`src/pkg/mcb_consts.vh`:
```
// constants for the machine-check logging banks two to five
`ifndef MCB_CONSTS_VH
`define MCB_CONSTS_VH

// register indices on the model-specific register port
`define MCB_BU_ERROR_ADDRESS 32'h0000_040a
`define MCB_BU_ERROR_MISC 32'h0000_040b
`define MCB_LS_REPORT_CONTROL 32'h0000_040c
`define MCB_LS_ERROR_STATUS 32'h0000_040d
`define MCB_LS_ERROR_ADDRESS 32'h0000_040e
`define MCB_LS_ERROR_MISC 32'h0000_040f
`define MCB_NB_REPORT_CONTROL_MIRROR 32'h0000_0410
`define MCB_NB_ERROR_STATUS_MIRROR 32'h0000_0411
`define MCB_NB_ERROR_ADDRESS_MIRROR 32'h0000_0412
`define MCB_NB_THRESHOLD_MISC_FIRST 32'h0000_0413
`define MCB_FR_REPORT_CONTROL 32'h0000_0414
`define MCB_FR_ERROR_STATUS 32'h0000_0415
`define MCB_FR_ERROR_ADDRESS 32'h0000_0416
`define MCB_FR_ERROR_MISC 32'h0000_0417

// reset values
`define MCB_RESET_ZERO 64'h0000_0000_0000_0000

// control bit positions
`define MCB_STORE_READ_DATA_BIT 0
`define MCB_LOAD_READ_DATA_BIT 1
`define MCB_CORE_WATCHDOG_BIT 0

// status word field positions
`define MCB_ST_VALID 63
`define MCB_ST_UNCORRECTED 61
`define MCB_ST_ADDRESS_VALID 58
`define MCB_ST_CONTEXT_CORRUPT 57
`define MCB_ST_SYND_VALID 54
`define MCB_ST_CORRECTED_ECC 46
`define MCB_ST_UNCORRECTABLE_ECC 45
`define MCB_ST_SCRUB 40
`define MCB_ST_EXT_HI 19
`define MCB_ST_EXT_LO 16

// bus error code fields: 0000 1PPT RRRR IILL
`define MCB_EC_BUS_MARK 12'h800
`define MCB_PP_SOURCE 2'h0
`define MCB_PP_GENERIC 2'h3
`define MCB_RR_GENERIC 4'h0
`define MCB_RR_LOAD 4'h3
`define MCB_RR_STORE 4'h4
`define MCB_II_MEMORY 2'h0
`define MCB_II_IO 2'h2
`define MCB_II_GENERIC 2'h3
`define MCB_LL_GENERIC 2'h3
`define MCB_EXT_NONE 4'h0

// bus-unit error kinds on the capture port
`define MCB_BU_KIND_PHYS 2'h0
`define MCB_BU_KIND_TAG 2'h1
`define MCB_BU_KIND_PDC 2'h2

// northbridge misc pointer field
`define MCB_NB_PTR_HI 31
`define MCB_NB_PTR_LO 24

`endif

```
`src/mcb_banks.v`:
```
// machine-check logging banks two to five behind the model-specific register port
`timescale 1ns/1ps
`include "mcb_consts.vh"

module mcb_banks #(
	parameter ADDR_W = 48, // width of captured addresses
	parameter DATA_W = 64 // register width
) (
	input wire clk,
	input wire nrst,
	// register port
	input wire [31:0] msr_index,
	input wire msr_rd_en,
	input wire msr_wr_en,
	input wire [DATA_W-1:0] msr_wdata,
	output reg [DATA_W-1:0] msr_rdata,
	output reg msr_ack,
	output reg msr_miss,
	// status write permission from the core
	input wire status_write_enable,
	// bus-unit side
	input wire all_read_data_report_enable,
	input wire bu_log_valid,
	input wire [1:0] bu_log_kind,
	input wire [ADDR_W-1:0] bu_log_addr,
	input wire [3:0] bu_log_way,
	input wire [1:0] bu_l2_size,
	// load/store side
	input wire ls_err_valid,
	input wire ls_err_is_store,
	input wire ls_err_is_io,
	input wire ls_err_addr_valid,
	input wire ls_err_ctx_corrupt,
	input wire [ADDR_W-1:0] ls_err_addr,
	output reg ls_mce,
	// fetch/retire side
	input wire watchdog_expired,
	input wire [ADDR_W-1:0] fr_next_ip,
	input wire [DATA_W-1:0] fr_impl_status,
	output reg fr_mce,
	// northbridge configuration words, one shared copy
	input wire [31:0] nb_ctl_cfg,
	input wire [31:0] nb_status_lo,
	input wire [31:0] nb_status_hi,
	input wire [31:0] nb_addr_lo,
	input wire [31:0] nb_addr_hi,
	input wire [31:0] nb_thresh_lo,
	input wire [7:0] nb_blk_ptr,
	output reg nb_ctl_wr,
	output reg nb_status_wr,
	output reg nb_addr_wr,
	output reg nb_thresh_wr,
	output reg [DATA_W-1:0] nb_wdata
);

	// bank registers; logged ones carry no reset and read as unknown until the
	// first log or, for all but the fetch/retire misc, software write after a cold reset
	reg [DATA_W-1:0] bu_error_address;
	reg [DATA_W-1:0] ls_error_status;
	reg [DATA_W-1:0] ls_error_address;
	reg [DATA_W-1:0] fr_error_status;
	reg [DATA_W-1:0] fr_error_address;
	reg [DATA_W-1:0] fr_error_misc;
	reg [1:0] ls_report_control; // store and load enables
	reg fr_report_control; // watchdog enable

	// decoded accesses
	// only the writable registers decode a write strobe; writes to the local misc
	// registers and to unmapped indices are acked but change nothing
	wire wr_bu_addr = msr_wr_en && (msr_index == `MCB_BU_ERROR_ADDRESS);
	wire wr_ls_ctl = msr_wr_en && (msr_index == `MCB_LS_REPORT_CONTROL);
	wire wr_ls_status = msr_wr_en && (msr_index == `MCB_LS_ERROR_STATUS);
	wire wr_ls_addr = msr_wr_en && (msr_index == `MCB_LS_ERROR_ADDRESS);
	wire wr_fr_ctl = msr_wr_en && (msr_index == `MCB_FR_REPORT_CONTROL);
	wire wr_fr_status = msr_wr_en && (msr_index == `MCB_FR_ERROR_STATUS);
	wire wr_fr_addr = msr_wr_en && (msr_index == `MCB_FR_ERROR_ADDRESS);

	// reporting gates
	// a load and a store share one error pulse; the store flag picks the enable
	// limitation: the global enable is a plain outside level, so a change to it
	// applies to the very next error with no ordering guard
	wire ls_store_en = ls_report_control[`MCB_STORE_READ_DATA_BIT];
	wire ls_load_en = ls_report_control[`MCB_LOAD_READ_DATA_BIT];
	// enables only count while the global read-data enable is on
	wire ls_log = ls_err_valid && all_read_data_report_enable &&
		(ls_err_is_store ? ls_store_en : ls_load_en);
	wire fr_log = watchdog_expired && fr_report_control;

	// bus-unit tag index mask, one bit per index position
	// smaller caches hold fewer index bits, so upper index bits are masked
	// rather than shifted; the way always sits in 3:0 and bits 5:4 read zero
	wire [9:0] tag_keep;
	wire [ADDR_W-1:0] bu_tag_word;
	genvar gi;
	generate
		for (gi = 0; gi < 10; gi = gi + 1) begin : g_tag
			// one compare per index bit; the bound moves with the l2 size code
			// bit 6+gi kept when gi is at or below the bound of 6 plus l2 size
			assign tag_keep[gi] = (gi <= 6 + {2'b00, bu_l2_size});
		end
	endgenerate
	assign bu_tag_word = {{(ADDR_W-16){1'b0}}, bu_log_addr[15:6] & tag_keep, 2'b00, bu_log_way};

	// formatted bus-unit address by error kind
	// the kind code arrives with the log pulse and is not stored
	reg [ADDR_W-1:0] bu_fmt;
	always @* begin
		case (bu_log_kind)
			`MCB_BU_KIND_PHYS: begin
				bu_fmt = {bu_log_addr[ADDR_W-1:6], 6'h00};
			end
			`MCB_BU_KIND_TAG: begin
				bu_fmt = bu_tag_word;
			end
			`MCB_BU_KIND_PDC: begin
				bu_fmt = {bu_log_addr[ADDR_W-1:2], 2'b00};
			end
			default: begin
				// reserved kind code: treated as a physical address error
				bu_fmt = {bu_log_addr[ADDR_W-1:6], 6'h00};
			end
		endcase
	end

	// load/store signature
	// store errors are always memory space; loads follow the io flag
	wire [63:0] ls_sig;
	wire [63:0] fr_sig;
	mcb_status_enc u_ls_enc (
		.participation(`MCB_PP_SOURCE),
		.timeout(1'b0),
		.request(ls_err_is_store ? `MCB_RR_STORE : `MCB_RR_LOAD),
		.mem_io((ls_err_is_store || !ls_err_is_io) ? `MCB_II_MEMORY : `MCB_II_IO),
		.address_valid(ls_err_addr_valid),
		.context_corrupt(ls_err_ctx_corrupt),
		.status_word(ls_sig)
	);

	// watchdog signature: generic participation, timed out
	// fixed inputs: every watchdog log looks the same apart from address and misc
	mcb_status_enc u_fr_enc (
		.participation(`MCB_PP_GENERIC),
		.timeout(1'b1),
		.request(`MCB_RR_GENERIC),
		.mem_io(`MCB_II_GENERIC),
		.address_valid(1'b1),
		.context_corrupt(1'b1),
		.status_word(fr_sig)
	);

	// control registers, defined at reset
	// reset to zero so no error is reported until software opts in
	// only the enable bits are stored; reserved bits read back as zero
	always @(posedge clk or negedge nrst) begin
		if (!nrst) begin
			ls_report_control <= 2'b00;
			fr_report_control <= 1'b0;
		end else begin
			// reserved upper bits are dropped
			if (wr_ls_ctl) begin
				ls_report_control <= msr_wdata[1:0];
			end
			if (wr_fr_ctl) begin
				fr_report_control <= msr_wdata[`MCB_CORE_WATCHDOG_BIT];
			end
		end
	end

	// logged registers carry no reset; a log beats a same-cycle write
	// so an error is never lost to a racing write; the write is dropped
	always @(posedge clk) begin
		// bus-unit address
		if (bu_log_valid) begin
			bu_error_address <= {{(DATA_W-ADDR_W){1'b0}}, bu_fmt};
		end else if (wr_bu_addr) begin
			bu_error_address <= msr_wdata;
		end
		// load/store status and address
		if (ls_log) begin
			// address captured whether or not the valid flag is set
			ls_error_status <= ls_sig;
			ls_error_address <= {{(DATA_W-ADDR_W){1'b0}}, ls_err_addr};
		end else begin
			// status writes need the core's permission, address writes do not
			if (wr_ls_status && status_write_enable) begin
				ls_error_status <= msr_wdata;
			end
			if (wr_ls_addr) begin
				ls_error_address <= msr_wdata;
			end
		end
		// fetch/retire status, address and misc
		if (fr_log) begin
			fr_error_status <= fr_sig;
			fr_error_address <= {{(DATA_W-ADDR_W){1'b0}}, fr_next_ip};
			// misc takes the raw implementation status word as is
			fr_error_misc <= fr_impl_status;
		end else begin
			// same permission rule as the load/store status
			if (wr_fr_status && status_write_enable) begin
				fr_error_status <= msr_wdata;
			end
			if (wr_fr_addr) begin
				fr_error_address <= msr_wdata;
			end
		end
	end

	// machine-check pulses toward the core
	// one-cycle pulses; the core is expected to latch them itself
	// cleared by reset so no stray event follows a reset
	always @(posedge clk or negedge nrst) begin
		if (!nrst) begin
			ls_mce <= 1'b0;
			fr_mce <= 1'b0;
		end else begin
			ls_mce <= ls_log;
			fr_mce <= fr_log;
		end
	end

	// read mux; the northbridge words are one shared copy, not per core
	// reads have no side effects, so polling a bank never disturbs a log
	reg [DATA_W-1:0] next_rdata;
	reg next_miss;
	always @* begin
		next_miss = 1'b0;
		case (msr_index)
			`MCB_BU_ERROR_ADDRESS: begin
				next_rdata = bu_error_address;
			end
			`MCB_BU_ERROR_MISC: begin
				next_rdata = `MCB_RESET_ZERO;
			end
			`MCB_LS_REPORT_CONTROL: begin
				next_rdata = {62'h0, ls_report_control};
			end
			`MCB_LS_ERROR_STATUS: begin
				next_rdata = ls_error_status;
			end
			`MCB_LS_ERROR_ADDRESS: begin
				next_rdata = ls_error_address;
			end
			`MCB_LS_ERROR_MISC: begin
				next_rdata = `MCB_RESET_ZERO;
			end
			`MCB_NB_REPORT_CONTROL_MIRROR: begin
				next_rdata = {32'h0, nb_ctl_cfg};
			end
			`MCB_NB_ERROR_STATUS_MIRROR: begin
				next_rdata = {nb_status_hi, nb_status_lo};
			end
			`MCB_NB_ERROR_ADDRESS_MIRROR: begin
				next_rdata = {nb_addr_hi, nb_addr_lo};
			end
			`MCB_NB_THRESHOLD_MISC_FIRST: begin
				// pointer field read-only; low 24 bits reserved and read zero
				next_rdata = {nb_thresh_lo, nb_blk_ptr, 24'h00_0000};
			end
			`MCB_FR_REPORT_CONTROL: begin
				next_rdata = {63'h0, fr_report_control};
			end
			`MCB_FR_ERROR_STATUS: begin
				next_rdata = fr_error_status;
			end
			`MCB_FR_ERROR_ADDRESS: begin
				next_rdata = fr_error_address;
			end
			`MCB_FR_ERROR_MISC: begin
				next_rdata = fr_error_misc;
			end
			default: begin
				// unmapped index: zero data, flagged
				next_rdata = `MCB_RESET_ZERO;
				next_miss = 1'b1;
			end
		endcase
	end

	// answer one cycle after the request
	// any access is acked, mapped or not, so software never waits on a bad index
	always @(posedge clk or negedge nrst) begin
		if (!nrst) begin
			msr_rdata <= `MCB_RESET_ZERO;
			msr_ack <= 1'b0;
			msr_miss <= 1'b0;
		end else begin
			msr_ack <= msr_rd_en || msr_wr_en;
			msr_miss <= (msr_rd_en || msr_wr_en) && next_miss;
			// data held until the next read
			// rdata is left alone on writes so a read value can be picked up late
			if (msr_rd_en) begin
				msr_rdata <= next_rdata;
			end
		end
	end

	// writes forwarded to the northbridge copies; pointer stays read-only
	// the northbridge registers live outside; this bank only passes writes on
	// the status forward also needs the core's permission, like local status
	always @(posedge clk or negedge nrst) begin
		if (!nrst) begin
			nb_ctl_wr <= 1'b0;
			nb_status_wr <= 1'b0;
			nb_addr_wr <= 1'b0;
			nb_thresh_wr <= 1'b0;
			nb_wdata <= `MCB_RESET_ZERO;
		end else begin
			nb_ctl_wr <= msr_wr_en && (msr_index == `MCB_NB_REPORT_CONTROL_MIRROR);
			nb_status_wr <= msr_wr_en && (msr_index == `MCB_NB_ERROR_STATUS_MIRROR) && status_write_enable;
			nb_addr_wr <= msr_wr_en && (msr_index == `MCB_NB_ERROR_ADDRESS_MIRROR);
			nb_thresh_wr <= msr_wr_en && (msr_index == `MCB_NB_THRESHOLD_MISC_FIRST);
			if (msr_wr_en) begin
				nb_wdata <= msr_wdata;
			end
		end
	end

endmodule

```
`src/mcb_status_enc.v`:
```
// builds a bus-class machine-check status word from its fields
`timescale 1ns/1ps
`include "mcb_consts.vh"

module mcb_status_enc (
	input wire [1:0] participation,
	input wire timeout,
	input wire [3:0] request,
	input wire [1:0] mem_io,
	input wire address_valid,
	input wire context_corrupt,
	output reg [63:0] status_word
);

	// fixed fields: valid, uncorrected, no syndrome, no ecc, no scrub
	always @* begin
		status_word = `MCB_RESET_ZERO;
		status_word[`MCB_ST_VALID] = 1'b1;
		status_word[`MCB_ST_UNCORRECTED] = 1'b1;
		status_word[`MCB_ST_ADDRESS_VALID] = address_valid;
		status_word[`MCB_ST_CONTEXT_CORRUPT] = context_corrupt;
		status_word[`MCB_ST_SYND_VALID] = 1'b0;
		status_word[`MCB_ST_CORRECTED_ECC] = 1'b0;
		status_word[`MCB_ST_UNCORRECTABLE_ECC] = 1'b0;
		status_word[`MCB_ST_SCRUB] = 1'b0;
		status_word[`MCB_ST_EXT_HI:`MCB_ST_EXT_LO] = `MCB_EXT_NONE;
		// error code: bus mark, participation, timeout, request, space, level
		status_word[11:0] = `MCB_EC_BUS_MARK | {1'b0, participation, timeout, request, mem_io, `MCB_LL_GENERIC};
	end

endmodule
```
`config.mk`:
```
export PLATFORM = sky130hd
export DESIGN_NAME = mcb_banks
export DESIGN_NICKNAME = d
export VERILOG_FILES = /design/src/mcb_banks.v /design/src/mcb_status_enc.v
export VERILOG_INCLUDE_DIRS = /design/src /design/src/pkg
export SDC_FILE = /design/constraint.sdc
export NUM_CORES = 1
export LEC_CHECK = 0
export BUFFER_PORTS_ARGS = -buffer_cell sky130_fd_sc_hd__buf_2
export CAP_MARGIN = 20
export CORE_ASPECT_RATIO = 0.6
export CORE_MARGIN = 3
export CORE_UTILIZATION = 48
export DETAILED_ROUTE_END_ITERATION = 16
export GPL_TIMING_DRIVEN = 1
export PLACE_DENSITY = 0.77
export RECOVER_POWER = 50
export SYNTH_ARGS = -nofsm -noshare
export SYNTH_HDL_FRONTEND = slang
export SYNTH_HIERARCHICAL = 1
export SYNTH_SLANG_ARGS = --single-unit
```
`constraint.sdc`:
```
create_clock -name clk -period 3.3 [get_ports clk]
set_clock_uncertainty 0.15 [all_clocks]
set_input_delay 0.99 -clock clk [delete_from_list [all_inputs] [get_ports clk]]
set_output_delay 0.99 -clock clk [all_outputs]
set_load 0.03 [all_outputs]
```
==> impl_metrics.py <==
metrics = {
    "worst_hold_path": {
        "hold_start": "ls_error_address[54]",
        "min_path_cells": 2,
        "hold_path.class": "flop to flop",
        "hold_path_end": "ls_error_address[54]",
    },
    "synth": {
        "synth_cells": 2402,
        "synth_cell_type_count": 65,
        "syn_area_sq_um": 25220,
        "ys_ff_latch": 523,
        "synth_flop_cell": "edfxtp_1",
        "async_reset_ff_share_pct": 26.58,
        "synth_top_area_cell": "edfxtp_1",
        "synthMuxAreaShare_pct": 3.438,
        "synth_top_family_by_area": "simple AND/OR/NAND/NOR gates",
        "synthDominantCellAreaShare_pct": 40.00,
        "synth_edf_count": 336,
        "synth_adder_area_share_pct": 0.09921,
        "ys_seq_area_share_pct": 57.60,
        "synth_xor_xnor_area_share_pct": 0,
        "yosys_warnings": 6,
        "postSynthAreaPerCell_sq_um": 10.50,
        "synth_simple_gate_area_share_pct": 16.19,
        "synthTopCellsByArea": "edfxtp_1 40%, dfrtp_1 14%, nand2_1 10%",
        "synth_compound_area_share_pct": 14.71,
    },
    "floorplan": {
        "fp.dieW_microns": 301.9,
        "io_pins": 661,
        "fp.dieArea_sq_um": 55430,
        "rows": 64,
        "core_region_area_sq_um": 51410,
        "initial_core_util_pct": 49.06,
        "chipHeight_microns": 183.6,
    },
    "critical_path": {
        "crit_arrival_ns": 3.28,
        "crit_path_end_kind": "flop",
        "crit_buf_inv": 3,
        "reg2reg_depth": 4,
        "cp_slowest_stage_delay_ns": 1.65,
        "worstSetupStartpointType": "primary input",
        "cp_cell_sequence": "clkbuf_1, nand2_4, clkbuf_2, nand2_8, buf_12",
        "slowest_stage": "clkbuf_2",
        "r2r_slack_ns": 0.21,
        "crit_fanout": 66,
        "critPathTopFamily": "buffers and inverters",
        "cp_data_required_time_ns": 3.45,
        "r2r-start": "fr_report_control",
        "r2r-end": "fr_error_status[30]",
        "critPathKind": "primary input to flop",
    },
    "clocking": {
        "cts_resized": 0,
        "clockBufferDepth": 3,
        "ctsHtreeMaxLevel": 2,
        "cts-buffers-inserted": 50,
        "clk_pin_slew_worst_paths_ns": 0.06,
        "cts_hold_buffers": 0,
        "cts_tree": "yes",
        "cts_setup_buffers": 0,
        "clock-root-buffer": "clkbuf_16",
        "clock_latency_ns": 0.57,
        "cts_num_sinks": 523,
    },
    "sta": {
        "relSlewSlack_pct": -54.83,
        "setup_viol": 0,
        "max_freq_mhz": 319.3,
        "fin_crit_sh_pct": 94.92,
        "hold_viol_final": 0,
        "max_slew.worst_pin.slew_ns": 2.323,
        "fin_crit_ns": 3.132,
        "drv_slew": 183,
        "rsz0062_at_grt": "no",
    },
    "detailed_routing": {
        "via_per_inst": 5.914,
        "dr.pass1.iters": 6,
        "wl_microns": 94190,
        "drt_iter0_markers": 2906,
        "wl_per_cell_microns": 24.64,
        "drtAntennaViolNets": 0,
        "drc_errors": 0,
        "num_vias": 22604,
    },
    "status": {
        "violations": "capacitance limit, slew limit",
        "status": "finished with violations",
    },
    "flow_run": {
        "maxCapViolCount": 4,
    },
    "finish": {
        "fillers": 4131,
        "finalNetCount": 3597,
        "area_delta_synth_final_pct": 25.42,
        "multiInputGateArea_sq_um": 9290,
        "drive_above_1_share_pct": 31.90,
        "final_util_pct": 61.54,
        "layoutNonFillerInstCount": 3822,
        "seqCellArea_sq_um": 14530,
    },
    "global_route": {
        "grt_use_met3_pct": 6.137,
        "grt_start_max_net_pins": 67,
        "gr-total-overflow": 0,
        "antenna_found_initial": 21,
        "grt_pass1_wl_microns": 137600,
        "grt.busiest_layer": "met2",
        "grt_pass1_vias": 22895,
        "grtUsageMet1_pct": 43.37,
        "gr-usage-all-layers_pct": 32.94,
        "grt_use_met2_pct": 53.61,
    },
    "place": {
        "finalWeightedCongestion": 0.9070,
        "port_buffers": 658,
        "dp_hpwl_microns": 66160,
        "place_inst": 3711,
    },
    "power_and_ir_drop": {
        "power_leakage_uw": 0.01363,
        "worst_ir_drop_vdd_v": 0.0004326,
        "power_density_nw_per_um2": 462.4,
    },
}
==> layer usage <==
metal  up-vias  wire length, microns
met5         -                    57
met4         8                  4393
met3       330                 11050
met2      1654                 44360
met1     10823                 34330
li1       9789                     -
==> cell usage in the layout (no fill, tap or decap), types with 5 or more instances in the layout <==
cell / instances
nand2_1: 691
buf_2: 650
edfxtp_1: 336
a22oi_1: 145
dfrtp_1: 139
conb_1: 122
a22o_1: 121
mux2_2: 76
o21ai_0: 73
buf_4: 72
nand3_1: 67
buf_12: 55
and3_1: 52
a21oi_1: 51
clkbuf_16: 51
inv_1: 49
dfxtp_1: 48
a31oi_1: 47
nor3_1: 42
clkbuf_1: 20
diode_2: 19
a2111oi_0: 12
a21boi_0: 11
o21ai_1: 11
clkbuf_8: 10
clkbuf_2: 10
nor4_1: 8
nor2_1: 7
a222oi_1: 7
clkinv_2: 7
bufinv_16: 6
o22ai_1: 5
nand4_1: 5
nor4_2: 5
a221oi_1: 5
a22oi_2: 5
==> power breakdown <==
part | switching (uW) | leakage (uW) | internal [uW]
clock | 2590 | 0.000846 | 3540
combinational | 807 | 0.00757 | 494
sequential | 64.1 | 0.00522 | 7130
==> worst max path at each step <==
stage                           startpoint             endpoint  slack (ns)  cells past startpoint
after floorplan              msr_index[12]   fr_error_status[0]       -0.15                      9
after global placement       msr_index[13]        msr_rdata[11]       -0.21                     11
after detailed placement     msr_index[13]        msr_rdata[19]       -0.24                     11
after CTS                    msr_index[13]        msr_rdata[54]        0.34                     12
after global routing         msr_index[13]        msr_rdata[19]        0.12                     11
final                     watchdog_expired  fr_error_status[30]        0.17                      5
==> synth_stat cells (10+ instances only) <==
cell type / number
buf_4: 142
inv_1: 50
o21ai_0: 73
nand2_1: 696
o21ai_1: 11
clkbuf_1: 98
a22o_1: 121
buf_2: 36
a21boi_0: 11
buf_6: 10
nor3_1: 42
edfxtp_1: 336
a31oi_1: 47
nand3_1: 69
a21oi_1: 51
a22oi_1: 145
nor4_1: 10
dfxtp_1: 48
and3_1: 53
mux2_2: 77
dfrtp_1: 139
a2111oi_0: 12
==> kinds of logic (layout without fill, tap and decap cells) <==
family / Yosys count / in the layout
other: 6 / 141
buffers and inverters: 348 / 940
muxes: 77 / 77
DFF: 523 / 523
and+or+nand+nor: 932 / 932
adders and majority gates: 2 / 2
AOI/OAI and AO/OA: 514 / 514
==> area by class of cell <==
class                           count  area share, %
Tap cell                          693          2.741
Multi-Input combinational cell   1647          29.37
Timing Repair Buffer              798          15.77
Clock inverter                     21         0.8622
Inverter                           50         0.5933
Antenna cell                       19         0.1503
Clock buffer                       71          4.588
Sequential cell                   523          45.93
==> worst reg2reg max path: stages, from the launching register on <==
cell and delay [ns]:
dfrtp_1 0.44, nand2_4 0.10, clkbuf_2 1.65, nand2_8 0.14
buf_12 0.29
==> per-stage QoR <==
step | instance area (sq um) | TNS, ns | worst slack, ns | hold slack [ns] | power, uW
after floorplan | 25770 | -16.97 | -0.1453 | 0.2815 | 7991
after global placement | 29980 | -35.71 | -0.2100 | 0.2871 | 8569
after detailed placement | 29980 | -36.84 | -0.2435 | 0.2928 | 8605
after CTS | 31700 | 0 | 0.3438 | 0.2989 | 14670
after global routing | 31630 | 0 | 0.1188 | 0.3248 | 15060
final | 31640 | 0 | 0.1678 | 0.3027 | 14630
==> sequential cells by signal, indices dropped and copies added (netlist names) <==
register           flops
bu_error_address      64
fr_error_address      64
fr_error_misc         64
fr_error_status       64
ls_error_address      64
ls_error_status       64
msr_rdata             64
nb_wdata              64
ls_report_control      2
fr_mce                 1
fr_report_control      1
ls_mce                 1
msr_ack                1
msr_miss               1
nb_addr_wr             1
nb_ctl_wr              1
nb_status_wr           1
nb_thresh_wr           1
No activity file was read; power rests on OpenSTA's default activity.
